`src/pkg/cadsp_pkg.sv`:
```
// Shared constants and helpers of the cascadable converter serial port.
package cadsp_pkg;

  // Command byte layout.
  localparam int          CMD_W         = 8;
  localparam int          CMD_RW_BIT    = 7;
  localparam int          ADDR_W        = 7;
  localparam logic        RW_WRITE      = 1'b0;
  localparam logic        RW_READ       = 1'b1;

  // Register addresses.
  localparam logic [6:0]  ADDR_SDELAY   = 7'h40;
  localparam logic [6:0]  ADDR_RATE     = 7'h50;
  localparam logic [6:0]  ADDR_CONFIG   = 7'h60;
  localparam logic [6:0]  ADDR_RESULT   = 7'h70;

  // Register widths per device.
  localparam int          SDELAY_W      = 32;
  localparam int          RATE_W        = 16;
  localparam int          CONFIG_W      = 8;
  localparam int          RESULT_W      = 96;
  localparam int          MAX_DEV       = 8;

  // Reset values.
  localparam logic [31:0] SDELAY_RESET  = 32'h0000_0000;
  localparam logic [15:0] RATE_RESET    = 16'h0000;
  localparam logic [7:0]  CONFIG_RESET  = 8'h00;

  // Configuration fields.
  localparam int          CFG_SOFT_RST  = 6;
  localparam logic [7:0]  CFG_KEEP_MASK = 8'hBC;

  // Sample delay fields.
  localparam int          DLY_FIELD_W   = 8;
  localparam int          DLY_STEP_LOG2 = 5;
  localparam int          DLY_CYC_W     = DLY_FIELD_W + DLY_STEP_LOG2;
  localparam int          NUM_CH        = 4;

  // Link timing.
  localparam int          CLK_PERIOD_NS  = 4;
  localparam int          SCLK_PERIOD_NS = 80;
  localparam int          SCLK_HALF_CYC  = SCLK_PERIOD_NS / CLK_PERIOD_NS / 2;

  // Data bits that follow a command byte for a chain of n devices.
  function automatic logic [15:0] data_len(input logic rw, input logic [6:0] addr, input int n);
    logic [15:0] nn;
    nn = 16'(n);
    unique case (addr)
      ADDR_SDELAY: data_len = 16'(SDELAY_W) * nn;
      ADDR_RATE:   data_len = 16'(RATE_W);
      ADDR_CONFIG: data_len = 16'(CONFIG_W) * nn;
      ADDR_RESULT: data_len = (rw == RW_READ) ? 16'(RESULT_W) * nn : 16'h0000;
      default:     data_len = 16'h0000;
    endcase
  endfunction : data_len

endpackage : cadsp_pkg

```
`src/pkg/cadsp_if.sv`:
```
// Serial link between the converter port and its host controller.
`timescale 1ns/100ps
interface cadsp_if;
  logic cs_n;
  logic sclk;
  logic din;
  logic dout;
  logic dout_oe;
  logic dout_line;
  logic chain_input;
  logic chain_output;
  logic ready_chain_in;
  logic ready_chain_out;

  // Released data line reads high through a pull-up.
  assign dout_line = dout_oe ? dout : 1'b1;

  modport dev (
    input  cs_n, sclk, din, chain_input, ready_chain_in,
    output dout, dout_oe, chain_output, ready_chain_out
  );

  modport host (
    input  dout_line, chain_output, ready_chain_out,
    output cs_n, sclk, din, chain_input, ready_chain_in
  );
endinterface : cadsp_if

```
`src/verilog/cadsp_dev.sv`:
```
// Converter end: serial register port with four registers.
`timescale 1ns/100ps
// What this block does
// RL1 - Clock idles high, data phase zero.
// RL2 - Four registers: 32, 16, 8, 96 bits.
// RL3 - Command byte first, then register data.
// RL4 - Single device: host grounds chain inputs.
// RL5 - Ready output falls on new results.
// RL6 - Input bit sampled on clock fall.
// RL7 - Output changes on clock rise.
// RL8 - All words shifted most significant first.
// RL9 - Chip select high: ignore, release output.
// RL10 - Transfer takes effect at last rise.
// RL11 - Early chip select rise discards write.
// RL12 - Command holds direction bit and address.
// RL13 - Delay, rate, configuration codes read/write.
// RL14 - Result register read only.
// RL15 - Data length scales with device count.
// RL16 - Rate access always 16 bits, shared.
// RL17 - Channel delays reset to zero.
// RL18 - Delay is 32 input clocks per count.
// RL19 - Channel fields at 31:24, 23:16, 15:8, 7:0.
// RL20 - Configuration resets to all zeros.
// RL21 - Eight configuration bits per device.
// RL22 - Results delivered as two's complement.
// RL23 - New result overwrites unread result.
// RL24 - Direction bit is the byte's top.
module cadsp_dev (
  input  wire logic                                     clk_sys,
  input  wire logic                                     nrst,
  cadsp_if.dev                                          link,
  input  wire logic                                     result_valid,
  input  wire logic [cadsp_pkg::RESULT_W-1:0]           result_data,
  output logic      [cadsp_pkg::DLY_CYC_W-1:0]          ch0_sample_delay,
  output logic      [cadsp_pkg::DLY_CYC_W-1:0]          ch1_sample_delay,
  output logic      [cadsp_pkg::DLY_CYC_W-1:0]          ch2_sample_delay,
  output logic      [cadsp_pkg::DLY_CYC_W-1:0]          ch3_sample_delay,
  output logic      [cadsp_pkg::RATE_W-1:0]             rate_setting,
  output logic      [cadsp_pkg::CONFIG_W-1:0]           config_setting
);
  localparam int RW = cadsp_pkg::RESULT_W;
  localparam int CW = cadsp_pkg::CMD_W;

  logic [3:0]                    pins_s;
  logic                          cs_n_s;
  logic                          sclk_s;
  logic                          din_s;
  logic                          chain_in_s;
  logic                          rdy_in_s;
  logic                          sclk_d_ff;
  logic                          fall;
  logic                          rise;
  logic                          active;
  logic [7:0]                    bit_ff, nxt_bit;
  logic [CW-1:0]                 cmd_ff, nxt_cmd;
  logic [RW-1:0]                 rx_ff, nxt_rx;
  logic [RW-1:0]                 tx_ff, nxt_tx;
  logic                          dout_ff, nxt_dout;
  logic                          pend_ff, nxt_pend;
  logic                          done_ff, nxt_done;
  logic                          rdy_out_ff, nxt_rdy_out;
  logic [cadsp_pkg::SDELAY_W-1:0] sdelay_ff, nxt_sdelay; // [RL2]
  logic [cadsp_pkg::RATE_W-1:0]   rate_ff, nxt_rate;
  logic [cadsp_pkg::CONFIG_W-1:0] config_ff, nxt_config;
  logic [RW-1:0]                 result_ff, nxt_result;
  logic [15:0]                   len;
  logic                          is_read;
  logic [7:0]                    frame_end;
  logic [CW-1:0]                 cmd_now;

  ////////////////////////////////////////////////////////////////////////////
  // Pin synchronisation and clock edge detection.
  cadsp_sync #(.W(4), .RESET_VAL(32'h0000_000C)) u_sync (
    .clk_sys  (clk_sys),
    .nrst     (nrst),
    .pin_in   ({link.cs_n, link.sclk, link.din, link.ready_chain_in}),
    .pin_sync (pins_s)
  );

  cadsp_sync #(.W(1), .RESET_VAL(32'h0000_0000)) u_sync_chain (
    .clk_sys  (clk_sys),
    .nrst     (nrst),
    .pin_in   (link.chain_input),
    .pin_sync (chain_in_s)
  );

  assign cs_n_s   = pins_s[3];
  assign sclk_s   = pins_s[2];
  assign din_s    = pins_s[1];
  assign rdy_in_s = pins_s[0];

  always_ff @(posedge clk_sys) begin
    if (!nrst) begin
      sclk_d_ff <= 1'b1;
    end else begin
      sclk_d_ff <= sclk_s;
    end
  end

  assign active = ~cs_n_s & ~chain_in_s; // [RL9]
  assign fall   = active & sclk_d_ff & ~sclk_s; // [RL1] [RL6]
  assign rise   = active & ~sclk_d_ff & sclk_s; // [RL1] [RL7]

  ////////////////////////////////////////////////////////////////////////////
  // Command decode.
  assign is_read   = cmd_ff[cadsp_pkg::CMD_RW_BIT] == cadsp_pkg::RW_READ; // [RL12] [RL24]
  assign len       = cadsp_pkg::data_len(is_read, cmd_ff[cadsp_pkg::ADDR_W-1:0], 1); // [RL15] [RL16] [RL21]
  assign frame_end = 8'(len) + 8'(CW);
  assign cmd_now   = {rx_ff[CW-2:0], din_s};

  ////////////////////////////////////////////////////////////////////////////
  // Shift engine and registers.
  always_comb begin
    nxt_bit     = bit_ff;
    nxt_cmd     = cmd_ff;
    nxt_rx      = rx_ff;
    nxt_tx      = tx_ff;
    nxt_dout    = dout_ff;
    nxt_pend    = pend_ff;
    nxt_done    = done_ff;
    nxt_rdy_out = rdy_out_ff;
    nxt_sdelay  = sdelay_ff;
    nxt_rate    = rate_ff;
    nxt_config  = config_ff;
    nxt_result  = result_ff;
    if (!active) begin
      nxt_bit  = 8'h00; // [RL9]
      nxt_pend = 1'b0; // [RL11]
      nxt_done = 1'b0;
    end else if (fall) begin
      nxt_rx  = {rx_ff[RW-2:0], din_s}; // [RL6] [RL8]
      nxt_bit = bit_ff + 8'h01;
      if (bit_ff == 8'(CW - 1)) begin
        nxt_cmd = cmd_now; // [RL3]
      end
      if (bit_ff >= 8'(CW) && !is_read && len != 16'h0000 && bit_ff + 8'h01 == frame_end) begin
        nxt_pend = 1'b1; // [RL10]
      end
      if (bit_ff >= 8'(CW) && bit_ff + 8'h01 == frame_end) begin
        nxt_done = 1'b1;
      end
    end else if (rise) begin
      if (bit_ff == 8'(CW) && is_read) begin
        unique case (cmd_ff[cadsp_pkg::ADDR_W-1:0])
          cadsp_pkg::ADDR_SDELAY: nxt_tx = {sdelay_ff, 64'h0}; // [RL13]
          cadsp_pkg::ADDR_RATE:   nxt_tx = {rate_ff, 80'h0}; // [RL13] [RL16]
          cadsp_pkg::ADDR_CONFIG: nxt_tx = {config_ff, 88'h0}; // [RL13] [RL21]
          cadsp_pkg::ADDR_RESULT: nxt_tx = result_ff; // [RL14] [RL22]
          default:                nxt_tx = '0;
        endcase
        nxt_dout = nxt_tx[RW-1]; // [RL7] [RL8]
        nxt_tx   = nxt_tx << 1;
        if (cmd_ff[cadsp_pkg::ADDR_W-1:0] == cadsp_pkg::ADDR_RESULT) begin
          nxt_rdy_out = 1'b1;
        end
      end else if (bit_ff > 8'(CW) && is_read && bit_ff < frame_end) begin
        nxt_dout = tx_ff[RW-1]; // [RL7]
        nxt_tx   = tx_ff << 1;
      end
      if (pend_ff) begin
        nxt_pend = 1'b0; // [RL10]
        unique case (cmd_ff[cadsp_pkg::ADDR_W-1:0])
          cadsp_pkg::ADDR_SDELAY: nxt_sdelay = rx_ff[cadsp_pkg::SDELAY_W-1:0]; // [RL13]
          cadsp_pkg::ADDR_RATE:   nxt_rate   = rx_ff[cadsp_pkg::RATE_W-1:0]; // [RL16]
          cadsp_pkg::ADDR_CONFIG: begin
            if (rx_ff[cadsp_pkg::CFG_SOFT_RST]) begin
              nxt_sdelay = cadsp_pkg::SDELAY_RESET;
              nxt_rate   = cadsp_pkg::RATE_RESET;
              nxt_config = cadsp_pkg::CONFIG_RESET;
            end else begin
              nxt_config = rx_ff[cadsp_pkg::CONFIG_W-1:0] & cadsp_pkg::CFG_KEEP_MASK; // [RL20]
            end
          end
          default: nxt_pend = 1'b0; // [RL14]
        endcase
      end
    end
    if (result_valid) begin
      nxt_result = result_data; // [RL23]
      if (!rdy_in_s) begin
        nxt_rdy_out = 1'b0; // [RL5]
      end
    end
  end

  always_ff @(posedge clk_sys) begin
    if (!nrst) begin
      bit_ff     <= 8'h00;
      cmd_ff     <= 8'h00;
      rx_ff      <= '0;
      tx_ff      <= '0;
      dout_ff    <= 1'b0;
      pend_ff    <= 1'b0;
      done_ff    <= 1'b0;
      rdy_out_ff <= 1'b1;
      sdelay_ff  <= cadsp_pkg::SDELAY_RESET; // [RL17]
      rate_ff    <= cadsp_pkg::RATE_RESET;
      config_ff  <= cadsp_pkg::CONFIG_RESET; // [RL20]
      result_ff  <= '0;
    end else begin
      bit_ff     <= nxt_bit;
      cmd_ff     <= nxt_cmd;
      rx_ff      <= nxt_rx;
      tx_ff      <= nxt_tx;
      dout_ff    <= nxt_dout;
      pend_ff    <= nxt_pend;
      done_ff    <= nxt_done;
      rdy_out_ff <= nxt_rdy_out;
      sdelay_ff  <= nxt_sdelay;
      rate_ff    <= nxt_rate;
      config_ff  <= nxt_config;
      result_ff  <= nxt_result;
    end
  end

  ////////////////////////////////////////////////////////////////////////////
  // Outputs.
  genvar g;
  logic [cadsp_pkg::DLY_CYC_W-1:0] dly_cyc [cadsp_pkg::NUM_CH];
  generate
    for (g = 0; g < cadsp_pkg::NUM_CH; g++) begin : g_dly
      localparam int HI = cadsp_pkg::SDELAY_W - 1 - g * cadsp_pkg::DLY_FIELD_W;
      assign dly_cyc[g] = {sdelay_ff[HI -: cadsp_pkg::DLY_FIELD_W],
                           {cadsp_pkg::DLY_STEP_LOG2{1'b0}}}; // [RL18] [RL19]
    end
  endgenerate

  assign ch0_sample_delay     = dly_cyc[0];
  assign ch1_sample_delay     = dly_cyc[1];
  assign ch2_sample_delay     = dly_cyc[2];
  assign ch3_sample_delay     = dly_cyc[3];
  assign rate_setting         = rate_ff;
  assign config_setting       = config_ff;
  assign link.dout            = dout_ff;
  assign link.dout_oe         = active; // [RL9]
  assign link.chain_output    = done_ff;
  assign link.ready_chain_out = rdy_out_ff; // [RL5]
endmodule : cadsp_dev

```
`src/verilog/cadsp_sync.sv`:
```
// Two flip-flop synchroniser for pins from another clock domain.
`timescale 1ns/100ps
module cadsp_sync #(
  parameter int          W          = 1,
  parameter logic [31:0] RESET_VAL  = 32'h0000_0000
) (
  input  wire logic         clk_sys,
  input  wire logic         nrst,
  input  wire logic [W-1:0] pin_in,
  output logic      [W-1:0] pin_sync
);
  logic [W-1:0] meta_ff;
  logic [W-1:0] sync_ff;

  always_ff @(posedge clk_sys) begin
    if (!nrst) begin
      meta_ff <= RESET_VAL[W-1:0];
      sync_ff <= RESET_VAL[W-1:0];
    end else begin
      meta_ff <= pin_in;
      sync_ff <= meta_ff;
    end
  end

  assign pin_sync = sync_ff;
endmodule : cadsp_sync
```
`src/flat_wrapper.sv`:
```
// flat-port wrapper written by rule: the top's interface ports become plain ports
module cadsp_dev_flat 
  (clk_sys, nrst, result_valid, result_data, ch0_sample_delay, ch1_sample_delay, ch2_sample_delay, ch3_sample_delay, rate_setting, config_setting, link_cs_n, link_sclk, link_din, link_chain_input, link_ready_chain_in, link_dout, link_dout_oe, link_chain_output, link_ready_chain_out);
  cadsp_if link_i ();
  input  wire logic clk_sys;
  input  wire logic nrst;
  input  wire logic result_valid;
  input  wire logic [cadsp_pkg::RESULT_W-1:0] result_data;
  output logic      [cadsp_pkg::DLY_CYC_W-1:0] ch0_sample_delay;
  output logic      [cadsp_pkg::DLY_CYC_W-1:0] ch1_sample_delay;
  output logic      [cadsp_pkg::DLY_CYC_W-1:0] ch2_sample_delay;
  output logic      [cadsp_pkg::DLY_CYC_W-1:0] ch3_sample_delay;
  output logic      [cadsp_pkg::RATE_W-1:0] rate_setting;
  output logic      [cadsp_pkg::CONFIG_W-1:0] config_setting;
  input wire logic [$bits(link_i.cs_n)-1:0] link_cs_n;
  input wire logic [$bits(link_i.sclk)-1:0] link_sclk;
  input wire logic [$bits(link_i.din)-1:0] link_din;
  input wire logic [$bits(link_i.chain_input)-1:0] link_chain_input;
  input wire logic [$bits(link_i.ready_chain_in)-1:0] link_ready_chain_in;
  output wire logic [$bits(link_i.dout)-1:0] link_dout;
  output wire logic [$bits(link_i.dout_oe)-1:0] link_dout_oe;
  output wire logic [$bits(link_i.chain_output)-1:0] link_chain_output;
  output wire logic [$bits(link_i.ready_chain_out)-1:0] link_ready_chain_out;
  assign link_i.cs_n = link_cs_n;
  assign link_i.sclk = link_sclk;
  assign link_i.din = link_din;
  assign link_i.chain_input = link_chain_input;
  assign link_i.ready_chain_in = link_ready_chain_in;
  assign link_dout = link_i.dout;
  assign link_dout_oe = link_i.dout_oe;
  assign link_chain_output = link_i.chain_output;
  assign link_ready_chain_out = link_i.ready_chain_out;
  cadsp_dev u_core (.clk_sys(clk_sys), .nrst(nrst), .link(link_i), .result_valid(result_valid), .result_data(result_data), .ch0_sample_delay(ch0_sample_delay), .ch1_sample_delay(ch1_sample_delay), .ch2_sample_delay(ch2_sample_delay), .ch3_sample_delay(ch3_sample_delay), .rate_setting(rate_setting), .config_setting(config_setting));
endmodule
```
`config.mk`:
```
export PLATFORM = sky130hd
export DESIGN_NAME = cadsp_dev_flat
export DESIGN_NICKNAME = d
export VERILOG_FILES = /design/src/pkg/cadsp_pkg.sv /design/src/pkg/cadsp_if.sv /design/src/verilog/cadsp_dev.sv /design/src/verilog/cadsp_sync.sv /design/src/flat_wrapper.sv
export SDC_FILE = /design/constraint.sdc
export NUM_CORES = 1
export LEC_CHECK = 0
export ABC_AREA = 1
export BUFFER_PORTS_ARGS = -buffer_cell sky130_fd_sc_hd__buf_4
export CAP_MARGIN = 40
export CORE_MARGIN = 8
export CORE_UTILIZATION = 25
export CTS_BUF_LIST = sky130_fd_sc_hd__clkbuf_16
export CTS_CLUSTER_DIAMETER = 50
export DETAILED_ROUTE_END_ITERATION = 16
export PLACE_DENSITY = 0.42
export SLEW_MARGIN = 15
export SYNTH_ARGS = -nofsm -noshare
export SYNTH_HDL_FRONTEND = slang
export SYNTH_SLANG_ARGS = --single-unit
```
`constraint.sdc`:
```
create_clock -name clk_sys -period 8.75 [get_ports clk_sys]
set_clock_uncertainty 0.15 [all_clocks]
set_input_delay 0.4375 -clock clk_sys [delete_from_list [all_inputs] [get_ports clk_sys]]
set_output_delay 0.4375 -clock clk_sys [all_outputs]
set_load 0.02 [all_outputs]
```
## After elaboration in Yosys (flattened, before gate mapping)

Index checks and enable logic that the tools add are counted.

- Register bits after elaboration: 311
- Bits in latches: 0
- Bits in writable memories: 0
- Bits in read-only memories: 0
- Input bits: 104
- Output and inout port bits: 80
- Word-level logic and storage cells: 85
- Memories kept: 0

- Add/subtract/negate cells: 2
- Multiply operators: 0
- Div/mod/pow operators: 0
- Magnitude comparators: 3
- Equality and inequality tests: 9
- Shift-type cells: 0
- Mux-type cells: 22
- Bitwise logic cells: 10
- Reduce and logical (&&, ||, !) cells: 22

Operators with widths:

| cell | count |
|---|---|
| 96-bit case mux with 4 select lines | 1 |
| 96-bit 2-to-1 mux | 2 |
| 16-bit case mux with 4 select lines | 1 |
| 32-bit case mux with 2 select lines | 1 |
| 32-bit 2-to-1 mux | 1 |
| 16-bit case mux with 2 select lines | 1 |
| 7-bit == test, second input constant | 4 |
| 16-bit 2-to-1 mux | 1 |
| 16-bit nonzero test | 1 |
| 1-bit 2-to-1 mux | 12 |
| 6-bit AND reduction | 2 |
| 8-bit by 1-bit adder with 8-bit output, second input constant | 1 |
| 8-bit by 4-bit adder with 8-bit output, second input constant | 1 |
| 8-bit by 3-bit == test with 1-bit output, second input constant | 1 |
| 8-bit by 4-bit == test with 1-bit output, second input constant | 1 |
| 8-bit == test | 1 |
| 8-bit by 4-bit greater-or-equal comparator with 1-bit output, second input constant | 1 |
| 8-bit by 4-bit greater-than comparator with 1-bit output, second input constant | 1 |
| 8-bit < comparator | 1 |
| 8-bit 2-to-1 mux | 1 |
| 2-bit AND reduction | 4 |
| 2-bit nonzero test | 4 |
| 1-bit logical AND | 7 |
| 7-bit 2-to-1 mux | 1 |
| 8 further kinds | 16 |

## Depth between registers and ports, before layout

- Depth after elaboration: 9
- Depth in mapped cells: 19
- Gate-level depth less buffers: 16

## Hierarchy

A second synthesis with hierarchy kept.

- Cells, all modules: 1840
- Area, all modules: 13035.0 sq um

By module, submodules not included:

| module | times used | cells each | area each (sq um) | sequential area each (sq um) |
|---|---|---|---|---|
| cadsp_dev | 1 | 1809 | 12754.7 | 5945.7 |
| cadsp_sync (u_core.u_sync) | 1 | 25 | 225.2 | 160.2 |
| cadsp_sync (u_core.u_sync_chain) | 1 | 6 | 55.1 | 40.0 |

## Worst setup path before layout

OpenSTA, ideal clock, no wires.

- Path type: reg2reg
- Start point: reg u_core.cmd_ff[2]
- End point: reg u_core.tx_ff[65]
- Setup time: 0.116 ns
- Arrival time: 2.772 ns
- Required time: 8.484 ns
- Slack: 5.712 ns
- Stages on the path, launching flop included: 19
- Buffers on the path: 4
- Clock period less this slack: 3.038 ns
- Cells stage by stage: dfxtp_1 -> nor2_1 -> nand2_1 -> nor2_2 -> buf_4 -> clkbuf_1 -> ha_1 -> nand3b_1 -> nand2_1 -> ha_1 -> a21oi_1 -> o21a_1 -> nand2_1 -> o21ai_2 -> nand2_4 -> buf_6 -> clkbuf_2 -> o21ai_0 -> nor2_1

- Word-level cells in the longest chain between the ends: 7
- Elaborated cells on any way between the ends: 12
- Those cells by class: 1 x add/sub; 1 x order compare; 4 x eq/ne; 3 x mux; 3 x reduce/logical

RTL lines:

| item | RTL line | text |
|---|---|---|
| start: declaration | cadsp_dev.sv:55 | `logic [CW-1:0] cmd_ff, nxt_cmd;` |
| start signal: assignment | cadsp_dev.sv:202 | `cmd_ff <= nxt_cmd;` |
| 7-bit == test | cadsp_pkg.sv:48, cadsp_dev.sv:144 |  |
| 16-bit case mux with 4 select lines | cadsp_pkg.sv:48 | `unique case (addr)` |
| 8-bit by 4-bit adder with 8-bit output | cadsp_dev.sv:108 | `assign frame_end = 8'(len) + 8'(CW);` |
| 8-bit < comparator | cadsp_dev.sv:156 | `end else if (bit_ff > 8'(CW) && is_read && bit_ff < frame_end) begin` |
| 1-bit logical AND | cadsp_dev.sv:156 |  |
| 2-bit nonzero test (no source line) | n/a |  |
| 4-bit AND reduction (no source line) | n/a |  |
| end signal: assignment | cadsp_dev.sv:204 | `tx_ff <= nxt_tx;` |
| end: declaration | cadsp_dev.sv:57 | `logic [RW-1:0] tx_ff, nxt_tx;` |

Several ways; a longest one is shown, not always the timed one.
A chain may end at the register's enable or synchronous reset.

## Worst setup path in the final report

- Start point: reg u_core.cmd_ff[2]
- End point: reg u_core.tx_ff[61]

Same word-level chain as after synthesis.

==> reports/results.ini <==
[yosys]
yosys.area_share.xor_xnor_pct=0.136
synth_top_family_by_area=simple AND/OR/NAND/NOR gates
synth-simple-area-share_pct=25.2
ys.flop_type=dfxtp_1
syn-cell-area_sq_um=12900
ys_types=35
netlist_instances=1837
synth-edff-count=0
synthArstFlopShare_pct=0
synth.top_cells.by_area=dfxtp_1 (48%), nor2_1 (12%), o21ai_0 (12%)
synth_top_area_share_pct=47.6
synthMuxAreaShare_pct=0
synth_compound_area_share_pct=17.8
synth_seq_area_share_pct=47.6
synth.avg_cell_area_sq_um=7.02
synth_fa_ha_area_share_pct=0.679
yosys_warnings=0
synth_seq_cells=307
synth_largest_area_cell=dfxtp_1

[routing]
vias=11900
wl_met2_mm=20.2
dr_wl_met3_mm=1.74
wl_mm=42.9
drt-initial-drc-count=954
wire_per_inst_um=15.7
wl_met1_mm=20.0
maxUsedRoutingLayer=met4
vias_per_cell=4.38
drt_first_pass_iters=5
ant_nets=0
drcViolationCount=0

[cts]
clkSinkCount=307
cts_buffer_depth=3
htree_levels=2
cts_buffers=42
clk_pin_slew_worst_paths_ns=0.06
cts_resized=0
clk_latency_ns=0.55
post_cts.repair.setup_buffers=0
cts_tree=done
root_buffer=clkbuf_16

[final_layout]
drive_gt1_share_pct=12.5
seqCellArea_sq_um=6150
final_core_util_pct=32.5
multiInputGateArea_sq_um=5750
fin_nets=2127
area_delta_synth_final_pct=29.0
nFillCells=5483
diodes=0
stdcell_count=2723

[timing]
tightest_slew_ns=0.854
slew_viol_final=0
hold_slack_ns=0.0284
fin_crit_sh_pct=53.5
fin_crit_ns=4.68
setup_violations=0
rsz0062_at_grt=no
hold_viol_final=0
finalWorstSetupSlack_ns=4.07
fmax_ghz=0.214
slew_headroom_pct=43.0
fin_tns_setup_ns=0

[floorplan]
die_h_um=243
ios=184
die-width_um=243
die_area_sq_um=59100
core_area_sq_um=51200
num_rows=83
initial_core_util_pct=25.2

[placement]
post-dp-hpwl_mm=29.2
port_buffers=160
place.gp.congestion=0.829
dp.cells=2571
pre_cts_ws_ns=3.77

[run_status]
status=finished, final reports clean

[pwr]
ir_drop_mv=0.105
power_density_nw_per_um2=191
p_leak_nw=7.01

[flow_run]
cap_violations=0

[setup_path]
required_ns=9.08
start_kind=register
critical_path_class=reg2reg
crit_path_end_kind=register
cp_data_arrival_time_ns=5.01
crit_fanout=54

[global_routing]
grt_usage_pct=14.1
antenna_found_initial=0
grt_pass1_wl_mm=67.7
gr-total-overflow=0
grt_pass1_vias=12000
grt_max_degree=102

[min_path]
worstHoldPathType=in2reg

-- worst max-delay path: stages (launching register included) --
cell and delay, ns:
dfxtp_1 0.30, nor2_1 0.12, nand2_1 0.18, inv_1 0.37, nand2_1 0.60, nand3b_1 0.32
nand2_1 0.11, ha_1 0.30, a21oi_1 0.14, o21a_1 0.13, nand2_1 0.07, o21ai_2 0.18
nand2_4 0.32, inv_2 0.56, buf_4 0.50, nor2_1 0.07, nor2_1 0.11
-- worst paths after layout --
kind,startpoint,endpoint,slack (ns),cells after the start
worst min-delay path,result_data[92],u_core.result_ff[92],0.03,3
worst min register to register,u_core.u_sync.meta_ff[0],u_core.u_sync.pin_sync[0],0.25,2
worst max-delay path,u_core.cmd_ff[2],u_core.tx_ff[61],4.07,16
worst max register to register,u_core.cmd_ff[2],u_core.tx_ff[61],4.07,16
-- cell families after synthesis --
family / after synthesis
AND/OR/NAND/NOR: 835
AO/OA/AOI/OAI: 442
flip-flops: 307
buffers and inverters: 243
adder cells (fa/ha/maj): 7
XOR/XNOR: 2
other: 1
-- final cells by class --
cell class,count,area share (%)
clock inverters,28,1.04
flip-flops and latches,307,36.9
repair buffers,259,13.7
clock buffers,43,6.47
well taps,680,5.11
multi-input cells,1309,34.5
inverters,97,2.20
-- metal layers --
metal	vias up	GRT usage (%)
li1	6202	-
met1	5458	18.4
met2	222	23.5
met3	48	2.42
met4	0	4.60
met5	-	0
-- power breakdown --
part / leakage, nW / internal (W) / switching, W / total (W)
sequential: 2.50 / 0.00143 / 0.0000188 / 0.00145
clock: 0.654 / 0.000919 / 0.000635 / 0.00155
combinational: 3.85 / 0.0000848 / 0.0000951 / 0.000180
-- flip-flops by register name (all words and copies together), names as in the netlist, 4 cells and up --
| signal | count |
|---|---|
| u_core.result_ff | 96 |
| u_core.cmd_ff | 8 |
| u_core.config_setting | 5 |
| u_core.bit_ff | 8 |
| u_core.sdelay_ff | 32 |
| u_core.u_sync.pin_sync | 4 |
| u_core.rx_ff | 32 |
| u_core.rate_setting | 16 |
| u_core.u_sync.meta_ff | 4 |
| u_core.tx_ff | 95 |
-- stage by stage --
step	instance area, sq um	total power, W
2_1_floorplan	13000	0.00157
3_3_place_gp	14400	0.00163
3_5_place_dp	14600	0.00163
4_1_cts	16600	0.00324
5_1_grt	16600	0.00332
6_report	16600	0.00319
-- cells in the final DEF, fill, tap and decap left out, drive strengths merged, types with 33 or more instances in the layout --
| cell | instances |
|---|---|
| a21oi | 104 |
| buf | 179 |
| clkbuf | 43 |
| dfxtp | 307 |
| dlygate4sd3 | 80 |
| inv | 112 |
| nand2 | 358 |
| nand3 | 33 |
| nor2 | 429 |
| o21ai | 306 |
-- repair_timing --
| item | in CTS | in global routing |
|---|---|---|
| setup endpoints to repair | 0 | 0 |
| hold endpoints to repair | 80 | 0 |
| hold buffers | 80 | 0 |
-- Yosys cell counts (3+ instances only) --
master and n:
nand3_1 31, or2_2 5, buf_4 26, o21ai_1 5, o21a_1 9, a21oi_1 104
buf_6 7, o211ai_1 9, ha_1 7, clkbuf_1 82, dfxtp_1 307, clkbuf_2 5
inv_2 5, nand2_1 357, a211oi_1 11, inv_1 91, nor3_2 3, nor2_2 3
buf_2 24, o21ai_0 300, nand4_1 5, nor2_1 425
Note: power is estimated with default switching activity, not from simulation.
